`config.mk`:
```
export PLATFORM = sky130hd
export DESIGN_NAME = pmc_top
export DESIGN_NICKNAME = d
export VERILOG_FILES = /design/src/logic/pmc_clk_div.v /design/src/logic/pmc_settle.v /design/src/logic/pmc_top.v
export VERILOG_INCLUDE_DIRS = /design/src /design/src/logic
export SDC_FILE = /design/constraint.sdc
export NUM_CORES = 1
export LEC_CHECK = 0
export BUFFER_PORTS_ARGS = -buffer_cell sky130_fd_sc_hd__buf_2
export CORE_MARGIN = 2
export CORE_UTILIZATION = 47
export DETAILED_ROUTE_END_ITERATION = 6
export HOLD_SLACK_MARGIN = 0.03
export PLACE_DENSITY = 0.76
export REMOVE_ABC_BUFFERS = 1
export SLEW_MARGIN = 20
export SYNTH_ARGS = -nofsm -noshare
export SYNTH_HDL_FRONTEND = slang
export SYNTH_SLANG_ARGS = --single-unit
```
`constraint.sdc`:
```
create_clock -name aclk -period 2.55 [get_ports aclk]
set_input_delay 0.255 -clock aclk [delete_from_list [all_inputs] [get_ports aclk]]
set_output_delay 0.255 -clock aclk [all_outputs]
set_load 0.01 [all_outputs]
```
`src/logic/pmc_regs.vh`:
```
`ifndef PMC_REGS_VH
`define PMC_REGS_VH
// Register byte addresses on the AXI4-Lite slave
`define PMC_ADDR_CTRL_ONE   4'h0
`define PMC_ADDR_CTRL_TWO   4'h4
`define PMC_ADDR_STATUS     4'h8
// Control one fields
`define PMC_C1_STBY         7
`define PMC_C1_STS_HI       6
`define PMC_C1_STS_LO       4
`define PMC_C1_LSPD         3
`define PMC_C1_RSVD         8'h07
`define PMC_C1_WMASK        8'hF8
// Control two fields
`define PMC_C2_NFR          4
`define PMC_C2_DIRECT       3
`define PMC_C2_MSPD         2
`define PMC_C2_SUB_HI       1
`define PMC_C2_SUB_LO       0
`define PMC_C2_RSVD         8'hE0
`define PMC_C2_WMASK        8'h1F
// Reset values of the writable bits
`define PMC_C1_RESET        8'h00
`define PMC_C2_RESET        8'h00
// Operating modes
`define PMC_MODE_HIGH       3'h0
`define PMC_MODE_MED        3'h1
`define PMC_MODE_SUB        3'h2
`define PMC_MODE_SLEEP      3'h3
`define PMC_MODE_STBY       3'h4
`define PMC_MODE_WATCH      3'h5
`define PMC_MODE_SUBSLP     3'h6
// Divider terminal counts
`define PMC_NF_DIV16        5'h0F
`define PMC_NF_DIV4         5'h03
`define PMC_SUB_DIV8        3'h7
`define PMC_SUB_DIV4        3'h3
`define PMC_SUB_DIV2        3'h1
// AXI responses
`define PMC_RESP_OKAY       2'h0
`define PMC_RESP_SLVERR     2'h2
`endif

```
`src/logic/pmc_clk_div.v`:
```
`timescale 1ns/1ps
// Programmable tick divider, one pulse per terminal count
module pmc_clk_div #(
  parameter W = 5
) (
  // Clock and control
  input  wire         aclk,
  input  wire         aresetn,
  input  wire         ce,
  input  wire         run,
  // Terminal count and output tick
  input  wire [W-1:0] term,
  output reg          tick
);
  reg [W-1:0] cnt_r;

  // Count up to term then tick and wrap
  always @(posedge aclk) begin
    if (!aresetn) begin
      cnt_r <= {W{1'b0}};
      tick  <= 1'b0;
    end else if (ce) begin
      if (!run) begin
        cnt_r <= {W{1'b0}};
        tick  <= 1'b0;
      end else if (cnt_r >= term) begin
        cnt_r <= {W{1'b0}};
        tick  <= 1'b1;
      end else begin
        cnt_r <= cnt_r + {{(W-1){1'b0}}, 1'b1};
        tick  <= 1'b0;
      end
    end
  end
endmodule // pmc_clk_div

```
`src/logic/pmc_settle.v`:
```
`timescale 1ns/1ps
// Oscillator settling timer, counts the selected number of states
module pmc_settle #(
  parameter BASE = 8192
) (
  // Clock and control
  input  wire       aclk,
  input  wire       aresetn,
  input  wire       ce,
  input  wire       start,
  input  wire [2:0] sel,
  // Settling finished pulse
  output reg        done
);
  reg [17:0] cnt_r;
  reg        busy_r;
  reg [17:0] len;

  // Length decode, top bit set selects the longest
  always @* begin
    if (sel[2])
      len = BASE[17:0] << 4;
    else
      len = BASE[17:0] << sel[1:0];
  end

  // Count states after start
  always @(posedge aclk) begin
    if (!aresetn) begin
      cnt_r  <= 18'h00000;
      busy_r <= 1'b0;
      done   <= 1'b0;
    end else if (ce) begin
      done <= 1'b0;
      if (start && !busy_r) begin
        busy_r <= 1'b1;
        cnt_r  <= len - 18'h00001;
      end else if (busy_r) begin
        if (cnt_r == 18'h00000) begin
          busy_r <= 1'b0;
          done   <= 1'b1;
        end else begin
          cnt_r <= cnt_r - 18'h00001;
        end
      end
    end
  end
endmodule // pmc_settle

```
`src/logic/pmc_top.v`:
```
`timescale 1ns/1ps
`include "pmc_regs.vh"
module pmc_top #(
  parameter SETTLE_BASE = 8192
) (
  // Clock, reset, enable
  input  wire        aclk,
  input  wire        aresetn,
  input  wire        ce,
  // AXI4-Lite write address
  input  wire [3:0]  s_axi_awaddr,
  input  wire        s_axi_awvalid,
  output reg         s_axi_awready,
  // AXI4-Lite write data
  input  wire [31:0] s_axi_wdata,
  input  wire [3:0]  s_axi_wstrb,
  input  wire        s_axi_wvalid,
  output reg         s_axi_wready,
  // AXI4-Lite write response
  output reg  [1:0]  s_axi_bresp,
  output reg         s_axi_bvalid,
  input  wire        s_axi_bready,
  // AXI4-Lite read address
  input  wire [3:0]  s_axi_araddr,
  input  wire        s_axi_arvalid,
  output reg         s_axi_arready,
  // AXI4-Lite read data
  output reg  [31:0] s_axi_rdata,
  output reg  [1:0]  s_axi_rresp,
  output reg         s_axi_rvalid,
  input  wire        s_axi_rready,
  // CPU side
  input  wire        sleep_req,
  input  wire        int_mask,
  input  wire        timer_watch_bit,
  output reg         cpu_halt,
  output reg         exc_start,
  // Wake sources, already gated by their enables
  input  wire        wake_timer_a,
  input  wire        wake_timer_other,
  input  wire [1:0]  wake_ext_irq_lo,
  input  wire [2:0]  wake_ext_irq_hi,
  input  wire [7:0]  wake_pin,
  input  wire        wake_serial,
  input  wire        wake_adc,
  // Clock and peripheral control
  output reg  [2:0]  mode,
  output reg         use_subclock,
  output reg         osc_run,
  output reg         clk_gate,
  output reg         pwm_halt,
  output reg         periph_halt,
  output reg         port_float,
  output reg         nf_sample,
  output reg         sub_tick
);
  reg [7:0]  ctl1_r;
  reg [7:0]  ctl2_r;
  reg [2:0]  mode_r;
  reg [2:0]  mode_nxt;
  reg        wait_r;
  reg [2:0]  target_r;
  reg        aw_hold_r;
  reg        w_hold_r;
  reg [3:0]  awaddr_r;
  reg [31:0] wdata_r;
  reg [3:0]  wstrb_r;
  wire       nf_tick;
  wire       sw_tick;
  wire       settle_done;
  reg        settle_go;

  wire stby  = ctl1_r[`PMC_C1_STBY];
  wire lspd  = ctl1_r[`PMC_C1_LSPD];
  wire drct  = ctl2_r[`PMC_C2_DIRECT];
  wire mspd  = ctl2_r[`PMC_C2_MSPD];
  wire is_active = (mode_r == `PMC_MODE_HIGH) || (mode_r == `PMC_MODE_MED);

  // Active mode resume target from the medium bit
  function [2:0] act_mode;
    input m;
    begin
      act_mode = m ? `PMC_MODE_MED : `PMC_MODE_HIGH;
    end
  endfunction

  wire any_pin   = |wake_pin;
  wire wk_stby   = !int_mask && (|wake_ext_irq_lo || any_pin);
  wire wk_watch  = !int_mask && (wake_timer_a || wake_ext_irq_lo[0] || any_pin);
  wire wk_subslp = !int_mask && (wake_timer_a || wake_timer_other || |wake_ext_irq_lo
                   || |wake_ext_irq_hi || any_pin);
  wire wk_sleep  = wk_subslp || (!int_mask && (wake_serial || wake_adc));

  // Mode decision on sleep instruction or wake
  always @* begin
    mode_nxt  = mode_r;
    settle_go = 1'b0;
    case (mode_r)
      `PMC_MODE_HIGH, `PMC_MODE_MED: begin
        if (sleep_req) begin
          if (drct && mode_r == `PMC_MODE_HIGH && !stby && mspd && !lspd)
            mode_nxt = `PMC_MODE_MED;
          else if (drct && mode_r == `PMC_MODE_MED && !stby && !mspd && !lspd)
            mode_nxt = `PMC_MODE_HIGH;
          else if (drct && stby && timer_watch_bit && lspd)
            mode_nxt = `PMC_MODE_SUB;
          else if (!stby && !lspd)
            mode_nxt = `PMC_MODE_SLEEP;
          else if (stby && !lspd && !timer_watch_bit)
            mode_nxt = `PMC_MODE_STBY;
          else if (stby && timer_watch_bit)
            mode_nxt = `PMC_MODE_WATCH;
        end
      end
      `PMC_MODE_SUB: begin
        if (sleep_req) begin
          if (drct && stby && timer_watch_bit && !lspd)
            mode_nxt = act_mode(mspd);
          else if (stby && timer_watch_bit)
            mode_nxt = `PMC_MODE_WATCH;
          else if (!stby && lspd && timer_watch_bit)
            mode_nxt = `PMC_MODE_SUBSLP;
        end
      end
      `PMC_MODE_SLEEP: begin
        if (wk_sleep)
          mode_nxt = act_mode(mspd);
      end
      `PMC_MODE_STBY: begin
        if (wait_r)
          settle_go = 1'b0;
        else if (wk_stby)
          settle_go = 1'b1;
        if (settle_done)
          mode_nxt = target_r;
      end
      `PMC_MODE_WATCH: begin
        if (!wait_r && wk_watch && lspd)
          mode_nxt = `PMC_MODE_SUB;
        else if (!wait_r && wk_watch)
          settle_go = 1'b1;
        if (settle_done)
          mode_nxt = target_r;
      end
      `PMC_MODE_SUBSLP: begin
        if (wk_subslp)
          mode_nxt = `PMC_MODE_SUB;
      end
      default: mode_nxt = `PMC_MODE_HIGH;
    endcase
  end

  always @(posedge aclk) begin
    if (!aresetn) begin
      mode_r   <= `PMC_MODE_HIGH;
      wait_r   <= 1'b0;
      target_r <= `PMC_MODE_HIGH;
    end else if (ce) begin
      mode_r <= mode_nxt;
      if (settle_go) begin
        wait_r   <= 1'b1;
        target_r <= act_mode(mspd);
      end else if (settle_done) begin
        wait_r <= 1'b0;
      end
    end
  end

  pmc_settle #(
    .BASE (SETTLE_BASE)
  ) u_settle (
    .aclk    (aclk),
    .aresetn (aresetn),
    .ce      (ce),
    .start   (settle_go),
    .sel     (ctl1_r[`PMC_C1_STS_HI:`PMC_C1_STS_LO]),
    .done    (settle_done)
  );

  pmc_clk_div #(
    .W (5)
  ) u_nf (
    .aclk    (aclk),
    .aresetn (aresetn),
    .ce      (ce),
    .run     (1'b1),
    .term    (ctl2_r[`PMC_C2_NFR] ? `PMC_NF_DIV4 : `PMC_NF_DIV16),
    .tick    (nf_tick)
  );

  pmc_clk_div #(
    .W (3)
  ) u_sub (
    .aclk    (aclk),
    .aresetn (aresetn),
    .ce      (ce),
    .run     (mode_r == `PMC_MODE_SUB),
    .term    (ctl2_r[`PMC_C2_SUB_HI] ? `PMC_SUB_DIV2 :
              (ctl2_r[`PMC_C2_SUB_LO] ? `PMC_SUB_DIV4 : `PMC_SUB_DIV8)),
    .tick    (sw_tick)
  );

  // Mode dependent outputs and tick samples, all registered
  always @(posedge aclk) begin
    if (!aresetn) begin
      mode         <= `PMC_MODE_HIGH;
      use_subclock <= 1'b0;
      osc_run      <= 1'b1;
      clk_gate     <= 1'b0;
      cpu_halt     <= 1'b0;
      exc_start    <= 1'b0;
      pwm_halt     <= 1'b0;
      periph_halt  <= 1'b0;
      port_float   <= 1'b0;
      nf_sample    <= 1'b0;
      sub_tick     <= 1'b0;
    end else if (ce) begin
      mode         <= mode_nxt;
      use_subclock <= (mode_nxt == `PMC_MODE_SUB) || (mode_nxt == `PMC_MODE_SUBSLP);
      osc_run      <= (mode_nxt != `PMC_MODE_STBY) || wait_r || settle_go;
      clk_gate     <= (mode_nxt == `PMC_MODE_STBY) || (mode_nxt == `PMC_MODE_WATCH);
      port_float   <= (mode_nxt == `PMC_MODE_STBY);
      periph_halt  <= (mode_nxt == `PMC_MODE_STBY);
      cpu_halt     <= (mode_nxt == `PMC_MODE_SLEEP) || (mode_nxt == `PMC_MODE_STBY) ||
                      (mode_nxt == `PMC_MODE_WATCH) || (mode_nxt == `PMC_MODE_SUBSLP);
      pwm_halt     <= (mode_nxt == `PMC_MODE_SLEEP) || (mode_nxt == `PMC_MODE_STBY);
      exc_start    <= !is_active && (mode_r != `PMC_MODE_SUB) && (mode_nxt != mode_r);
      nf_sample    <= nf_tick;
      sub_tick     <= sw_tick;
    end
  end

  // Write channel capture, either order
  wire wr_go = aw_hold_r && w_hold_r && !s_axi_bvalid;
  always @(posedge aclk) begin
    if (!aresetn) begin
      aw_hold_r     <= 1'b0;
      w_hold_r      <= 1'b0;
      awaddr_r      <= 4'h0;
      wdata_r       <= 32'h00000000;
      wstrb_r       <= 4'h0;
      s_axi_awready <= 1'b0;
      s_axi_wready  <= 1'b0;
      s_axi_bvalid  <= 1'b0;
      s_axi_bresp   <= `PMC_RESP_OKAY;
      ctl1_r        <= `PMC_C1_RESET;
      ctl2_r        <= `PMC_C2_RESET;
    end else if (ce) begin
      s_axi_awready <= !aw_hold_r && !s_axi_awready && s_axi_awvalid;
      s_axi_wready  <= !w_hold_r && !s_axi_wready && s_axi_wvalid;
      if (s_axi_awready && s_axi_awvalid) begin
        aw_hold_r <= 1'b1;
        awaddr_r  <= s_axi_awaddr;
      end
      if (s_axi_wready && s_axi_wvalid) begin
        w_hold_r <= 1'b1;
        wdata_r  <= s_axi_wdata;
        wstrb_r  <= s_axi_wstrb;
      end
      if (wr_go) begin
        aw_hold_r    <= 1'b0;
        w_hold_r     <= 1'b0;
        s_axi_bvalid <= 1'b1;
        s_axi_bresp  <= `PMC_RESP_OKAY;
        case (awaddr_r)
          `PMC_ADDR_CTRL_ONE: begin
            if (wstrb_r[0])
              ctl1_r <= wdata_r[7:0] & `PMC_C1_WMASK;
          end
          `PMC_ADDR_CTRL_TWO: begin
            if (wstrb_r[0]) begin
              ctl2_r[`PMC_C2_NFR:`PMC_C2_MSPD] <= wdata_r[`PMC_C2_NFR:`PMC_C2_MSPD];
              if (mode_r != `PMC_MODE_SUB)
                ctl2_r[`PMC_C2_SUB_HI:`PMC_C2_SUB_LO] <=
                  wdata_r[`PMC_C2_SUB_HI:`PMC_C2_SUB_LO];
            end
          end
          `PMC_ADDR_STATUS: s_axi_bresp <= `PMC_RESP_OKAY;
          default: s_axi_bresp <= `PMC_RESP_SLVERR;
        endcase
      end else if (s_axi_bvalid && s_axi_bready) begin
        s_axi_bvalid <= 1'b0;
      end
    end
  end

  // Read channel, one outstanding read
  always @(posedge aclk) begin
    if (!aresetn) begin
      s_axi_arready <= 1'b0;
      s_axi_rvalid  <= 1'b0;
      s_axi_rdata   <= 32'h00000000;
      s_axi_rresp   <= `PMC_RESP_OKAY;
    end else if (ce) begin
      s_axi_arready <= !s_axi_arready && !s_axi_rvalid && s_axi_arvalid;
      if (s_axi_arready && s_axi_arvalid) begin
        s_axi_rvalid <= 1'b1;
        s_axi_rresp  <= `PMC_RESP_OKAY;
        case (s_axi_araddr)
          `PMC_ADDR_CTRL_ONE: s_axi_rdata <= {24'h000000, ctl1_r | `PMC_C1_RSVD};
          `PMC_ADDR_CTRL_TWO: s_axi_rdata <= {24'h000000, ctl2_r | `PMC_C2_RSVD};
          `PMC_ADDR_STATUS:   s_axi_rdata <= {27'h0000000, wait_r, 1'b0, mode_r};
          default: begin
            s_axi_rdata <= 32'h00000000;
            s_axi_rresp <= `PMC_RESP_SLVERR;
          end
        endcase
      end else if (s_axi_rvalid && s_axi_rready) begin
        s_axi_rvalid <= 1'b0;
      end
    end
  end
endmodule // pmc_top

```
# Word-level counts from Yosys, hierarchy flattened
# Index checks and enable logic that the tools add are counted.
# W data, S select, Z words.
# word_totals
ff_bits	112
out_inout_bits	54
word_cells	218
input_bits	72
# op_classes
order_cmp	2
reduce_logical	102
n_shift	1
add_sub_neg	4
mux	55
eq_ne	19
# ops
operator	count
$mux W18	4
$mux W3	20
$logic_and A1 B1 Y1	40
$sub A18 B1 Y18 const B	2
$mux W1	24
$pmux W8 S3	1
$reduce_and A2 Y1	10
$eq A3 B3 Y1 const B	6
$logic_not A18 Y1	1
$pmux W3 S6	1
$shl A14 B2 Y18 const A	1
$logic_or A1 B1 Y1	17
$logic_not A1 Y1	15
$eq A3 B2 Y1 const B	4
$reduce_bool A2 Y1	6
$reduce_or A3 Y1	3
$eq A4 B3 Y1 const B	2
$eq A4 B4 Y1 const B	2
$logic_not A4 Y1	2
$reduce_and A4 Y1	2
$reduce_or A8 Y1	1
$add A5 B1 Y5 const B	1
$ge A5 B4 Y1	1
$mux W5	1
14 further kinds	16

# Depth between registers and ports, before layout
# Gate-level depths: netlist of run 1.
# depth
depth_word	14
mapped_depth	12
ltp_nobuf	10

# Cells and area by module
# A second synthesis of run 1 with hierarchy kept.
# unflattened
hier_cells	588
area_unflattened_um2	4812.1
# by_module_without_submodules
module	n_inst	area_per_inst_um2	cells_each
pmc_top	1	2827.7	338
pmc_settle	1	1257.5	163
pmc_clk_div at u_nf	1	451.7	56
pmc_clk_div at u_sub	1	275.3	31

# Worst setup path before layout of run 1
# OpenSTA, ideal clock, no wires.
# synth_timing
path_type	input -> register
start	in wake_pin[1]
end	reg u_settle.cnt_r[16]
arrival_time_ps	2655
t_required_ps	2449
n_path_buf	1
cell_stages	10
slack_ps	-207
path_cell_list	or4_1 o31ai_1 a211o_1 clkbuf_1 nand2_1 ha_1 or4bb_1 nor3_1 a31oi_1 o41ai_1
# synth_between
elab_chain_len	10
# synth_rtl
element	line	text
start, declared	pmc_top.v:43	input wire [7:0] wake_pin,
$reduce_or A8 Y1 (*)	pmc_top.v:87	wire any_pin = |wake_pin;
$logic_or A1 B1 Y1	pmc_top.v:89	wire wk_watch = !int_mask && (wake_timer_a || wake_ext_irq_lo[0] || any_pin);
$logic_and A1 B1 Y1	pmc_top.v:89	
$logic_and A1 B1 Y1	pmc_top.v:138, pmc_top.v:140	
$mux W1 / $logic_and A1 B1 Y1 (equally long branches)	pmc_top.v:140, pmc_top.v:138	
$mux W1	pmc_top.v:138	if (!wait_r && wk_watch && lspd)
$pmux W1 S2 (*)	pmc_top.v:98	case (mode_r)
$logic_and A1 B1 Y1 (*)	pmc_settle.v:35	if (start && !busy_r) begin
$ne A2 B1 Y1 (no source line) / $reduce_bool A2 Y1 (equally long branches)	--	
$reduce_and A3 Y1 (no source line)	--	
end signal, assigned	pmc_settle.v:37	cnt_r <= len - 18'h00001;
end signal, assigned	pmc_settle.v:43	cnt_r <= cnt_r - 18'h00001;
end, declared	pmc_settle.v:15	reg [17:0] cnt_r;
# Every way passes the cells marked *; elsewhere a longest branch is shown, timed or not.
# A chain may end at the register's enable or synchronous reset.

# Worst setup path in the final report of run 1
# layout_timing
start	reg u_settle.cnt_r[6]
end	reg u_settle.cnt_r[14]
# layout_between
elab_chain_len	4
# layout_rtl
element	line	text
$sub A18 B1 Y18	pmc_settle.v:43	
$mux W18	pmc_settle.v:39	if (cnt_r == 18'h00000) begin
$mux W18	pmc_settle.v:38	end else if (busy_r) begin
$mux W18	pmc_settle.v:35	
# Several ways; a longest one is shown, not always the timed one. The select of a mux whose other input is x is not followed.

==> results of run 1 <==
how the worst min path moves through the flow:
| stage | from | to | slack, ps | depth (start not counted) |
|---|---|---|---|---|
| floorplan | ce | mode[2] | 350 | 1 |
| global placement | s_axi_rdata[7] | s_axi_rdata[7] | 440 | 2 |
| detailed placement | s_axi_rdata[7] | s_axi_rdata[7] | 450 | 2 |
| CTS | s_axi_awaddr[2] | awaddr_r[2] | 110 | 3 |
| global route | s_axi_wdata[4] | wdata_r[4] | 130 | 3 |
| finish | s_axi_awaddr[2] | awaddr_r[2] | 130 | 3 |
metal layers:
metal / vias up / GRT usage / wire (um) / part of all wire
met5: - / 0 / 0 / 0
li1: 2098 / - / - / -
met3: 15 / 0.0499 / 561 / 0.052
met2: 135 / 0.370 / 5320 / 0.49
met4: 0 / 0.0738 / 161 / 0.015
met1: 1975 / 0.259 / 4830 / 0.44
power breakdown:
group / internal, mW / switching, mW / total (mW)
Combinational: 0.221 / 0.278 / 0.499
Clock: 0.582 / 0.491 / 1.07
Sequential: 1.35 / 0.0375 / 1.38
Yosys cell counts, drive strengths merged (2+ instances only):
cell type,n
o31ai,2
or2,3
and3,2
a211o,3
nor2b,7
o22ai,2
xor2,3
a2111oi,2
a31oi,9
a21oi,51
nor2,68
nand4,5
or4b,2
o211ai,11
o211a,3
xnor2,2
nand3b,5
a22oi,2
nor3b,5
a41oi,3
nor3,12
clkbuf,30
inv,13
a211oi,7
o21ai,27
dfxtp,84
o41ai,3
a21o,3
nor4,5
nand4b,3
mux2i,25
nand2,60
or3,4
nand3,14
nand2b,11
or4,9
buf,28
ha,7
a311oi,3
and2,4
metrics by stage:
stage	total power, mW	hold WS [ps]	cells	cell area [um^2]
after floorplan	1.69	351	521	4200
after global placement	1.88	443	739	4980
after detailed placement	1.89	445	739	4980
after CTS	2.96	110	755	5200
after global routing	3.10	127	755	5220
final	2.96	129	755	5220
layout make-up:
| class | count | area, um^2 | area share |
|---|---|---|---|
| clock inverter | 5 | 85.1 | 0.0163 |
| sequential | 84 | 1680 | 0.322 |
| inverter | 13 | 48.8 | 0.00935 |
| tap | 111 | 139 | 0.0266 |
| clock buffer | 11 | 141 | 0.0271 |
| timing repair buffer | 107 | 636 | 0.122 |
| multi-input combinational | 424 | 2490 | 0.477 |
critical path, cell delays in order (launching register included):
cell	delay, ps
dfxtp_1	350
or4_4	580
or2_4	290
or3_4	350
or4_1	470
a31oi_1	170
o211a_1	170
registers in the layout (all words and copies together) (netlist names), 3 cells and up:
name,cells
awaddr_r,4
ctl1_r,5
ctl2_r,5
mode,3
s_axi_rdata,8
u_nf.cnt_r,5
u_settle.cnt_r,18
u_sub.cnt_r,3
wdata_r,8
cell families (layout without fill, tap and decap cells):
logic type	Yosys count	count (layout)	share of synthesized area
other cells	1	26	0.000847
flops	84	84	0.380
compound gates	136	136	0.191
buf+inv	71	136	0.0831
xor+xnor	5	5	0.00989
fa+ha+maj	7	7	0.0198
simple gates	224	224	0.256
mux	26	26	0.0591
==> flow_summary.json, run 1 <==
{
  "outcome": "complete, but fails checks",
  "violations": "DRC",
  "cts_resized": 0,
  "drt-total-wl_um": 10900,
  "finalClockSkew_ps": 10.2,
  "drive_above_1_share": 0.213,
  "grt_pass1_wl_um": 17400,
  "seq_area_frac_synth": 0.380,
  "portBuffers": 72,
  "worst_slew_pin_slew_ps": 645,
  "fin_tns_setup_ps": 0,
  "num-fill-cells": 849,
  "rsz0062_at_grt": "no",
  "numCtsBuffers": 9,
  "worstSetupPathType": "reg2reg",
  "synthTopCellsByArea": "dfxtp_1 (38%), a21oi_1 (5.8%), nor2_1 (5.8%)",
  "crit_start": "u_settle.cnt_r[6]",
  "relSlewSlack": 0.569,
  "p_per_area_mw_per_mm2": 566,
  "grt_pass1_vias": 3768,
  "initial_core_util": 0.481,
  "ir_drop_v": 0.000314,
  "ant_nets": 0,
  "die-area_mm2": 0.0102,
  "rr_endpoint": "u_settle.cnt_r[14]",
  "synth_seq_cells": 84,
  "crit_fanout": 5,
  "path_clk_slew_ps": 80,
  "htree_num_levels": 3,
  "synth_enable_flop_cells": 0,
  "boundaryPins": 126,
  "rows": 35,
  "hold_path.class": "in2reg",
  "yosysWarnings": 0,
  "fin_crit_ps": 2440,
  "final_cell_mix": "dfxtp_1 (83), buf_2 (72), nor2_1 (68), nand2_1 (60), a21oi_1 (51)",
  "endpoint_kind": "flop",
  "gp_congestion": 0.901,
  "cp-endpoint": "u_settle.cnt_r[14]",
  "gr-usage-all-layers": 0.214,
  "reg2reg_slack_ps": 110,
  "vias": 4223,
  "antennaDiodeCount": 0,
  "cts_setup_buffers": 0,
  "area_growth_pct": 17.9,
  "cts_tree": "done",
  "hold_viol": 0,
  "drt_iter0_markers": 285,
  "final_util": 0.568,
  "hold_buffers": 0,
  "cts.sinks": 84,
  "critPathRequiredTime_ps": 2860,
  "reg2reg_depth": 6,
  "via_per_inst": 5.59,
  "clock_latency_ps": 360,
  "netlist_area_mm2": 0.00443,
  "synth_top_area_cell": "dfxtp_1",
  "leakage_nw": 2.25,
  "max_freq_ghz": 0.409,
  "drv_cap": 0,
  "first_pass_iters": 7,
  "cp-start-kind": "flop",
  "post-place-ws_ps": -135,
  "die_h_um": 101,
  "critPathArrivalTime_ps": 2750,
  "post-dp-hpwl_um": 7950,
  "yosys.area.top_type_share": 0.380,
  "routedWlPerCell_um": 14.4,
  "drc": 7,
  "cts-root-buf": "clkbuf_8",
  "synthFlopType": "dfxtp_1",
  "grt_max_degree": 42,
  "async_flop_share": 0,
  "worstReg2RegStart": "u_settle.cnt_r[6]",
  "antenna_found_initial": 0,
  "core_mm2": 0.00920,
  "clk_path_buf_depth": 2,
  "layout_commonest_cell": "dfxtp_1",
  "fin_nets": 718,
  "setup_slack_ps": 106,
  "syn_inst": 554,
  "synth_cell_type_count": 58,
  "die_w_um": 101,
  "drv_slew": 0,
  "finalSetupViolations": 0,
  "grt-ovfl-total": 0,
  "avgSynthCellArea_um2": 7.99,
  "fin_crit_sh": 0.958
}
Note: power is estimated with default switching activity, not from simulation.
==> inputs of run 2 (changes only) <==
--- a/config.mk
+++ b/config.mk
@@ -8,10 +8,10 @@
 export LEC_CHECK = 0
 export BUFFER_PORTS_ARGS = -buffer_cell sky130_fd_sc_hd__buf_2
 export CORE_MARGIN = 2
-export CORE_UTILIZATION = 47
+export CORE_UTILIZATION = 52
 export DETAILED_ROUTE_END_ITERATION = 6
 export HOLD_SLACK_MARGIN = 0.03
-export PLACE_DENSITY = 0.76
+export PLACE_DENSITY = 0.8
 export REMOVE_ABC_BUFFERS = 1
 export SLEW_MARGIN = 20
 export SYNTH_ARGS = -nofsm -noshare
==> constraint.sdc (replaced) <==
create_clock -name aclk -period 2.8 [get_ports aclk]
set_input_delay 0.28 -clock aclk [delete_from_list [all_inputs] [get_ports aclk]]
set_output_delay 0.28 -clock aclk [all_outputs]
set_load 0.01 [all_outputs]
==> run 2 against run 1 <==
The run now ends clean; clock skew grew 5.8 ps; register-to-register slack improved by 160 ps; first-iteration DRC count rose by 9.1%; critical path depth up 1; worst hold slack better by 26 ps; fmax shrank 3.6%; die area is 9.2% lower; highest routed layer unchanged; combinational power is 15% lower; via count is 0.88% higher; non-clock buffer count is 15 lower; setup slack better by 160 ps; core utilization is 4.4 points higher.
==> flow_summary.json, run 2 (synthesized netlist as in run 1, its figures left out) <==
{
  "post-place-ws_ps": 76.9,
  "finalClockSkew_ps": 16.0,
  "crit_start": "u_settle.cnt_r[2]",
  "worstSetupPathType": "reg2reg",
  "antennaDiodeCount": 0,
  "outcome": "completed",
  "endpoint_kind": "flop",
  "drive_above_1_share": 0.192,
  "finalSetupViolations": 0,
  "fin_nets": 703,
  "leakage_nw": 2.14,
  "comb_power_share": 0.170,
  "critPathArrivalTime_ps": 2810,
  "boundaryPins": 126,
  "sw_frac_of_total": 0.300,
  "drt_iter0_markers": 311,
  "reg.largest.list": "u_settle.cnt_r: 18 flops, s_axi_rdata: 8 flops, wdata_r: 8 flops",
  "reg2reg_depth": 7,
  "ant_nets": 0,
  "drv_slew": 0,
  "path_clk_slew_ps": 90,
  "routedWlPerCell_um": 14.9,
  "antenna_found_initial": 0,
  "hold_path.class": "in2reg",
  "setup_slack_ps": 264,
  "p_int_mw": 1.75,
  "initial_core_util": 0.539,
  "layout_commonest_cell": "dfxtp_1",
  "rows": 33,
  "fin_crit_ps": 2540,
  "grt-ovfl-total": 0,
  "max_freq_ghz": 0.394,
  "pwr-share-seq": 0.503,
  "via_per_inst": 5.80,
  "placed_cells": 718,
  "first_pass_iters": 4,
  "relSlewSlack": 0.367,
  "portBuffers": 72,
  "worstReg2RegStart": "u_settle.cnt_r[2]",
  "vias": 4260,
  "post-dp-hpwl_um": 7800,
  "cts_tree": "done",
  "crit_fanout": 7,
  "holdWs_ps": 155,
  "gp_congestion": 0.970,
  "drc": 0,
  "drt-total-wl_um": 11000,
  "reg2reg_slack_ps": 260,
  "clockPowerShare": 0.327,
  "core_mm2": 0.00822,
  "die-area_mm2": 0.00927,
  "gr-usage-all-layers": 0.243,
  "grt_pass1_vias": 3907,
  "cts-root-buf": "clkbuf_8",
  "top_register": "u_settle.cnt_r",
  "final_cells": 734,
  "cp-endpoint": "u_settle.cnt_r[12]",
  "critPathRequiredTime_ps": 3080,
  "area_growth_pct": 13.6,
  "cts_resized": 0,
  "htree_num_levels": 3,
  "numCtsBuffers": 9,
  "rr_endpoint": "u_settle.cnt_r[12]",
  "worst_slew_pin_slew_ps": 950,
  "min_from": "s_axi_wdata[0]",
  "die_w_um": 96.3,
  "fin_tns_setup_ps": 0,
  "cts.sinks": 84,
  "die_h_um": 96.3,
  "largest_register_ffs": 18,
  "power.switching_uw": 749,
  "hold_viol": 0,
  "clock_latency_ps": 360,
  "grt_max_degree": 55,
  "drv_cap": 0,
  "fin_crit_sh": 0.906,
  "rsz0062_at_grt": "no",
  "ir_drop_v": 0.000184,
  "hold_buffers": 0,
  "cp-start-kind": "flop",
  "final_cell_mix": "dfxtp_1 (84), buf_2 (72), nor2_1 (68), nand2_1 (60), a21oi_1 (51)",
  "clk_path_buf_depth": 2,
  "grt_pass1_wl_um": 17800,
  "cts_setup_buffers": 0,
  "p_per_area_mw_per_mm2": 497
}
## run 2: changes by cell type in the layout (fill, tap and decap cells not counted), sizes merged
cell / change
clkinvlp: +1
inv: +3
bufinv: -2
clkinv: -1
buf: -15
clkbuf: -1
## run 2: cell type report
type	count	area, um^2
Clock buffer	10	138
Clock inverter	6	46.3
Fill cell	764	3190
Inverter	13	48.8
Multi-Input combinational cell	424	2470
Sequential cell	84	1680
Tap cell	105	131
Timing Repair Buffer	92	510
## run 2: worst max-delay path, cell delays in order, from the launching register on
cell and delay, ps:
dfxtp_1 370, or4_1 570, or4_1 590, nor3b_2 350, nor2_1 180, nand3_1 120, a22oi_1 80, nor3_1 180
## run 2: metrics by stage
stage                util  area, um^2  power (mW)
floorplan               -        4200        1.54
global placement    0.590        4840        1.68
detailed placement  0.590        4840        1.70
CTS                 0.612        5030        2.51
global route        0.612        5030        2.61
finish              0.612        5030        2.50
## run 2: worst min path at each step
stage                     end  slack, ps  cells after the start
2_1_floorplan         mode[2]        380                      1
3_3_place_gp   s_axi_rdata[3]        440                      2
3_5_place_dp       wdata_r[5]        450                      2
4_1_cts            wdata_r[0]        150                      3
5_1_grt            wdata_r[0]        150                      3
6_report           wdata_r[0]        150                      3
## run 2: metal layers
metal / track usage / part of all wire / up-vias
met5: 0 / 0 / -
met4: 0.118 / 0.023 / 0
met3: 0.0368 / 0.076 / 26
met2: 0.405 / 0.48 / 188
met1: 0.306 / 0.42 / 1986
li1: - / - / 2060
## run 2: power by group through the flow
stage / clock network, mW / registers (mW) / logic [mW]
CTS: 0.829 / 1.26 / 0.419
detailed placement: 0 / 1.28 / 0.417
finish: 0.818 / 1.26 / 0.425
global route: 0.880 / 1.26 / 0.471
global placement: 0 / 1.28 / 0.402
floorplan: 0 / 1.29 / 0.253
==> inputs of run 3 (changes only) <==
--- a/config.mk
+++ b/config.mk
@@ -6,9 +6,9 @@
 export SDC_FILE = /design/constraint.sdc
 export NUM_CORES = 1
 export LEC_CHECK = 0
-export BUFFER_PORTS_ARGS = -buffer_cell sky130_fd_sc_hd__buf_2
+export BUFFER_PORTS_ARGS = -buffer_cell sky130_fd_sc_hd__buf_4
 export CORE_MARGIN = 2
-export CORE_UTILIZATION = 52
+export CORE_UTILIZATION = 53
 export DETAILED_ROUTE_END_ITERATION = 6
 export HOLD_SLACK_MARGIN = 0.03
 export PLACE_DENSITY = 0.8
@@ -16,4 +16,5 @@
 export SLEW_MARGIN = 20
 export SYNTH_ARGS = -nofsm -noshare
 export SYNTH_HDL_FRONTEND = slang
+export SYNTH_HIERARCHICAL = 1
 export SYNTH_SLANG_ARGS = --single-unit
==> run 3 against run 2 <==
Synthesized cell count increased by 6.1%; clock skew down 9.8 ps; cell count up 6.3%; global-route usage fell by 1.3 points; largest power group unchanged.
==> flow_summary.json, run 3 <==
{
  "fin_crit_ps": 2610,
  "p_per_area_mw_per_mm2": 481,
  "hold_path.class": "in2reg",
  "top_register": "u_settle/cnt_r",
  "antennaDiodeCount": 0,
  "cts-root-buf": "clkbuf_8",
  "netlist_area_mm2": 0.00481,
  "grt_use_met1": 0.302,
  "portBuffers": 72,
  "min_from": "s_axi_awaddr[1]",
  "critical_path.max_stage_delay_ps": 350,
  "numCtsBuffers": 9,
  "seq_area_frac_synth": 0.349,
  "crit_chain": "mux2_1 > nor4_2 > a2111o_1 > nor2_1 > nand2b_1 > nand2_1 > ha_1 > nor3b_1 > buf_4 > nand3_1 > nand2_1 > a311o_1 > a211oi_1",
  "reg2reg_depth": 13,
  "drt-total-wl_um": 11300,
  "final_cell_mix": "buf_4 (93), dfxtp_1 (83), nor2_1 (65), nand2_1 (61), a21oi_1 (39)",
  "drt_iter0_markers": 230,
  "outcome": "completed",
  "crit_family": "simple AND/OR/NAND/NOR gates",
  "crit_fanout": 4,
  "initial_core_util": 0.549,
  "num-fill-cells": 785,
  "yosysWarnings": 6,
  "worst_path_max_delay_cell": "dfxtp_2",
  "fin_tns_setup_ps": 0,
  "area_growth_pct": 17.0,
  "avgSynthCellArea_um2": 8.18,
  "drive_above_1_share": 0.198,
  "synth_cell_type_count": 78,
  "ant_nets": 0,
  "leakage_nw": 2.39,
  "critPathArrivalTime_ps": 2880,
  "die_h_um": 99.3,
  "cpMostUsedCell": "nand2_1",
  "post-dp-hpwl_um": 8170,
  "cts_setup_buffers": 0,
  "grt_max_degree": 43,
  "crit_start": "mode[0]",
  "yosys.area.top_type_share": 0.349,
  "critPathRequiredTime_ps": 3080,
  "layout_commonest_cell": "buf_4",
  "largest_register_ffs": 18,
  "relSlewSlack": 0.534,
  "endpoint_kind": "flop",
  "first_pass_iters": 5,
  "worst_slew_pin_slew_ps": 692,
  "met2_usage": 0.377,
  "rsz0062_at_grt": "no",
  "synthFlopType": "dfxtp_1",
  "busiest_layer": "met2",
  "reg.largest.list": "u_settle/cnt_r: 18 flops, s_axi_rdata: 8 flops, wdata_r: 8 flops",
  "syn_inst": 588,
  "synth.most_common_cell": "dfxtp_1",
  "synth_common_cells": "dfxtp_1 (84), nor2_1 (65), nand2_1 (61)",
  "boundaryPins": 126,
  "drv_cap": 0,
  "worstReg2RegStart": "mode[0]",
  "die_w_um": 99.3,
  "grt_pass1_wl_um": 18700,
  "path_buf_inv": 1,
  "post-place-ws_ps": -141,
  "max_freq_ghz": 0.384,
  "fin_crit_sh": 0.931,
  "use_met3": 0.0555,
  "path_clk_slew_ps": 80,
  "grt_pass1_vias": 4076,
  "htree_num_levels": 3,
  "drc": 0,
  "synthTopCellsByArea": "dfxtp_1 (35%), nor2_1 (5.1%), nand2_1 (4.8%)",
  "hold_depth": 3,
  "drv_slew": 0,
  "finalClockSkew_ps": 6.20,
  "setup_slack_ps": 194,
  "core_mm2": 0.00876,
  "finalSetupViolations": 0,
  "fin_nets": 750,
  "synth_enable_flop_cells": 0,
  "cts_tree": "done",
  "via_per_inst": 5.68,
  "grt-ovfl-total": 0,
  "clock_latency_ps": 360,
  "clk_path_buf_depth": 2,
  "cts_resized": 0,
  "rows": 34,
  "path_depth": 13,
  "routedWlPerCell_um": 14.5,
  "synth_top_area_cell": "dfxtp_1",
  "gp_congestion": 0.881,
  "antenna_found_initial": 0,
  "hold_viol": 0,
  "async_flop_share": 0,
  "gr-usage-all-layers": 0.230,
  "worstSetupPathType": "reg2reg",
  "cp-start-kind": "flop",
  "vias": 4431,
  "ir_drop_v": 0.000358,
  "synth_seq_cells": 84,
  "hold_buffers": 0,
  "cts.sinks": 84,
  "die-area_mm2": 0.00986
}
[run 3: cell count changes after synthesis, sizes merged, moves of 5 or more]
| cell | previous run | this run |
|---|---|---|
| nor3b | 5 | 10 |
| mux2i | 25 | 18 |
| clkbuf | 30 | 20 |
| inv | 13 | 23 |
| nand2b | 11 | 17 |
| nor4 | 5 | 10 |
| nor2b | 7 | 12 |
| a21oi | 51 | 41 |
| buf | 28 | 34 |
| or4 | 9 | 4 |
[run 3: cell families after synthesis]
kind of cell | share of synthesized area
simple gates | 0.276
xor+xnor | 0.00546
mux | 0.0421
compound gates | 0.209
buf+inv | 0.0884
fa+ha+maj | 0.0286
flops | 0.349
other cells | 0.00156
[run 3: area by class of cell]
class | count | area [um^2] | area share
multi-input cells | 456 | 2830 | 0.502
flip-flops and latches | 84 | 1680 | 0.299
repair buffers | 93 | 698 | 0.124
clock buffers | 11 | 141 | 0.0251
well taps | 108 | 135 | 0.0240
inverters | 23 | 86.3 | 0.0153
clock inverters | 5 | 58.8 | 0.0104
[run 3: worst min-delay path, cell delays in order]
cell and delay, ps:
buf_4 70, mux2i_1 50, nor2_1 70
[run 3: worst paths after layout]
kind / to / slack (ps)
worst max-delay path: u_settle/cnt_r[12] / 190
worst min-delay path: awaddr_r[1] / 150
worst max register to register: u_settle/cnt_r[12] / 190
worst min register to register: wdata_r[2] / 460
[run 3: layer usage]
metal / vias to the layer above / part of all wire / wire length [um]
met5: - / 0 / 0
met4: 0 / 0.015 / 170
met3: 15 / 0.065 / 734
met2: 158 / 0.46 / 5230
met1: 2044 / 0.46 / 5150
li1: 2214 / - / -
[run 3: per-stage QoR]
step / power (mW) / hold slack (ps) / area (um^2) / cells / utilization
floorplan: 1.62 / 367 / 4590 / 563 / -
global placement: 1.83 / 445 / 5420 / 764 / 0.618
detailed placement: 1.85 / 451 / 5420 / 764 / 0.618
CTS: 2.72 / 133 / 5620 / 780 / 0.641
global route: 2.85 / 143 / 5630 / 780 / 0.643
finish: 2.71 / 148 / 5630 / 780 / 0.643
[run 3: report_power, final]
part | total [mW] | switching, mW | internal, mW | leakage [nW]
sequential | 1.27 | 0.0403 | 1.23 | 0.680
combinational | 0.564 | 0.320 | 0.244 | 1.61
clock | 0.879 | 0.441 | 0.438 | 0.0959
total | 2.71 | 0.801 | 1.91 | 2.39
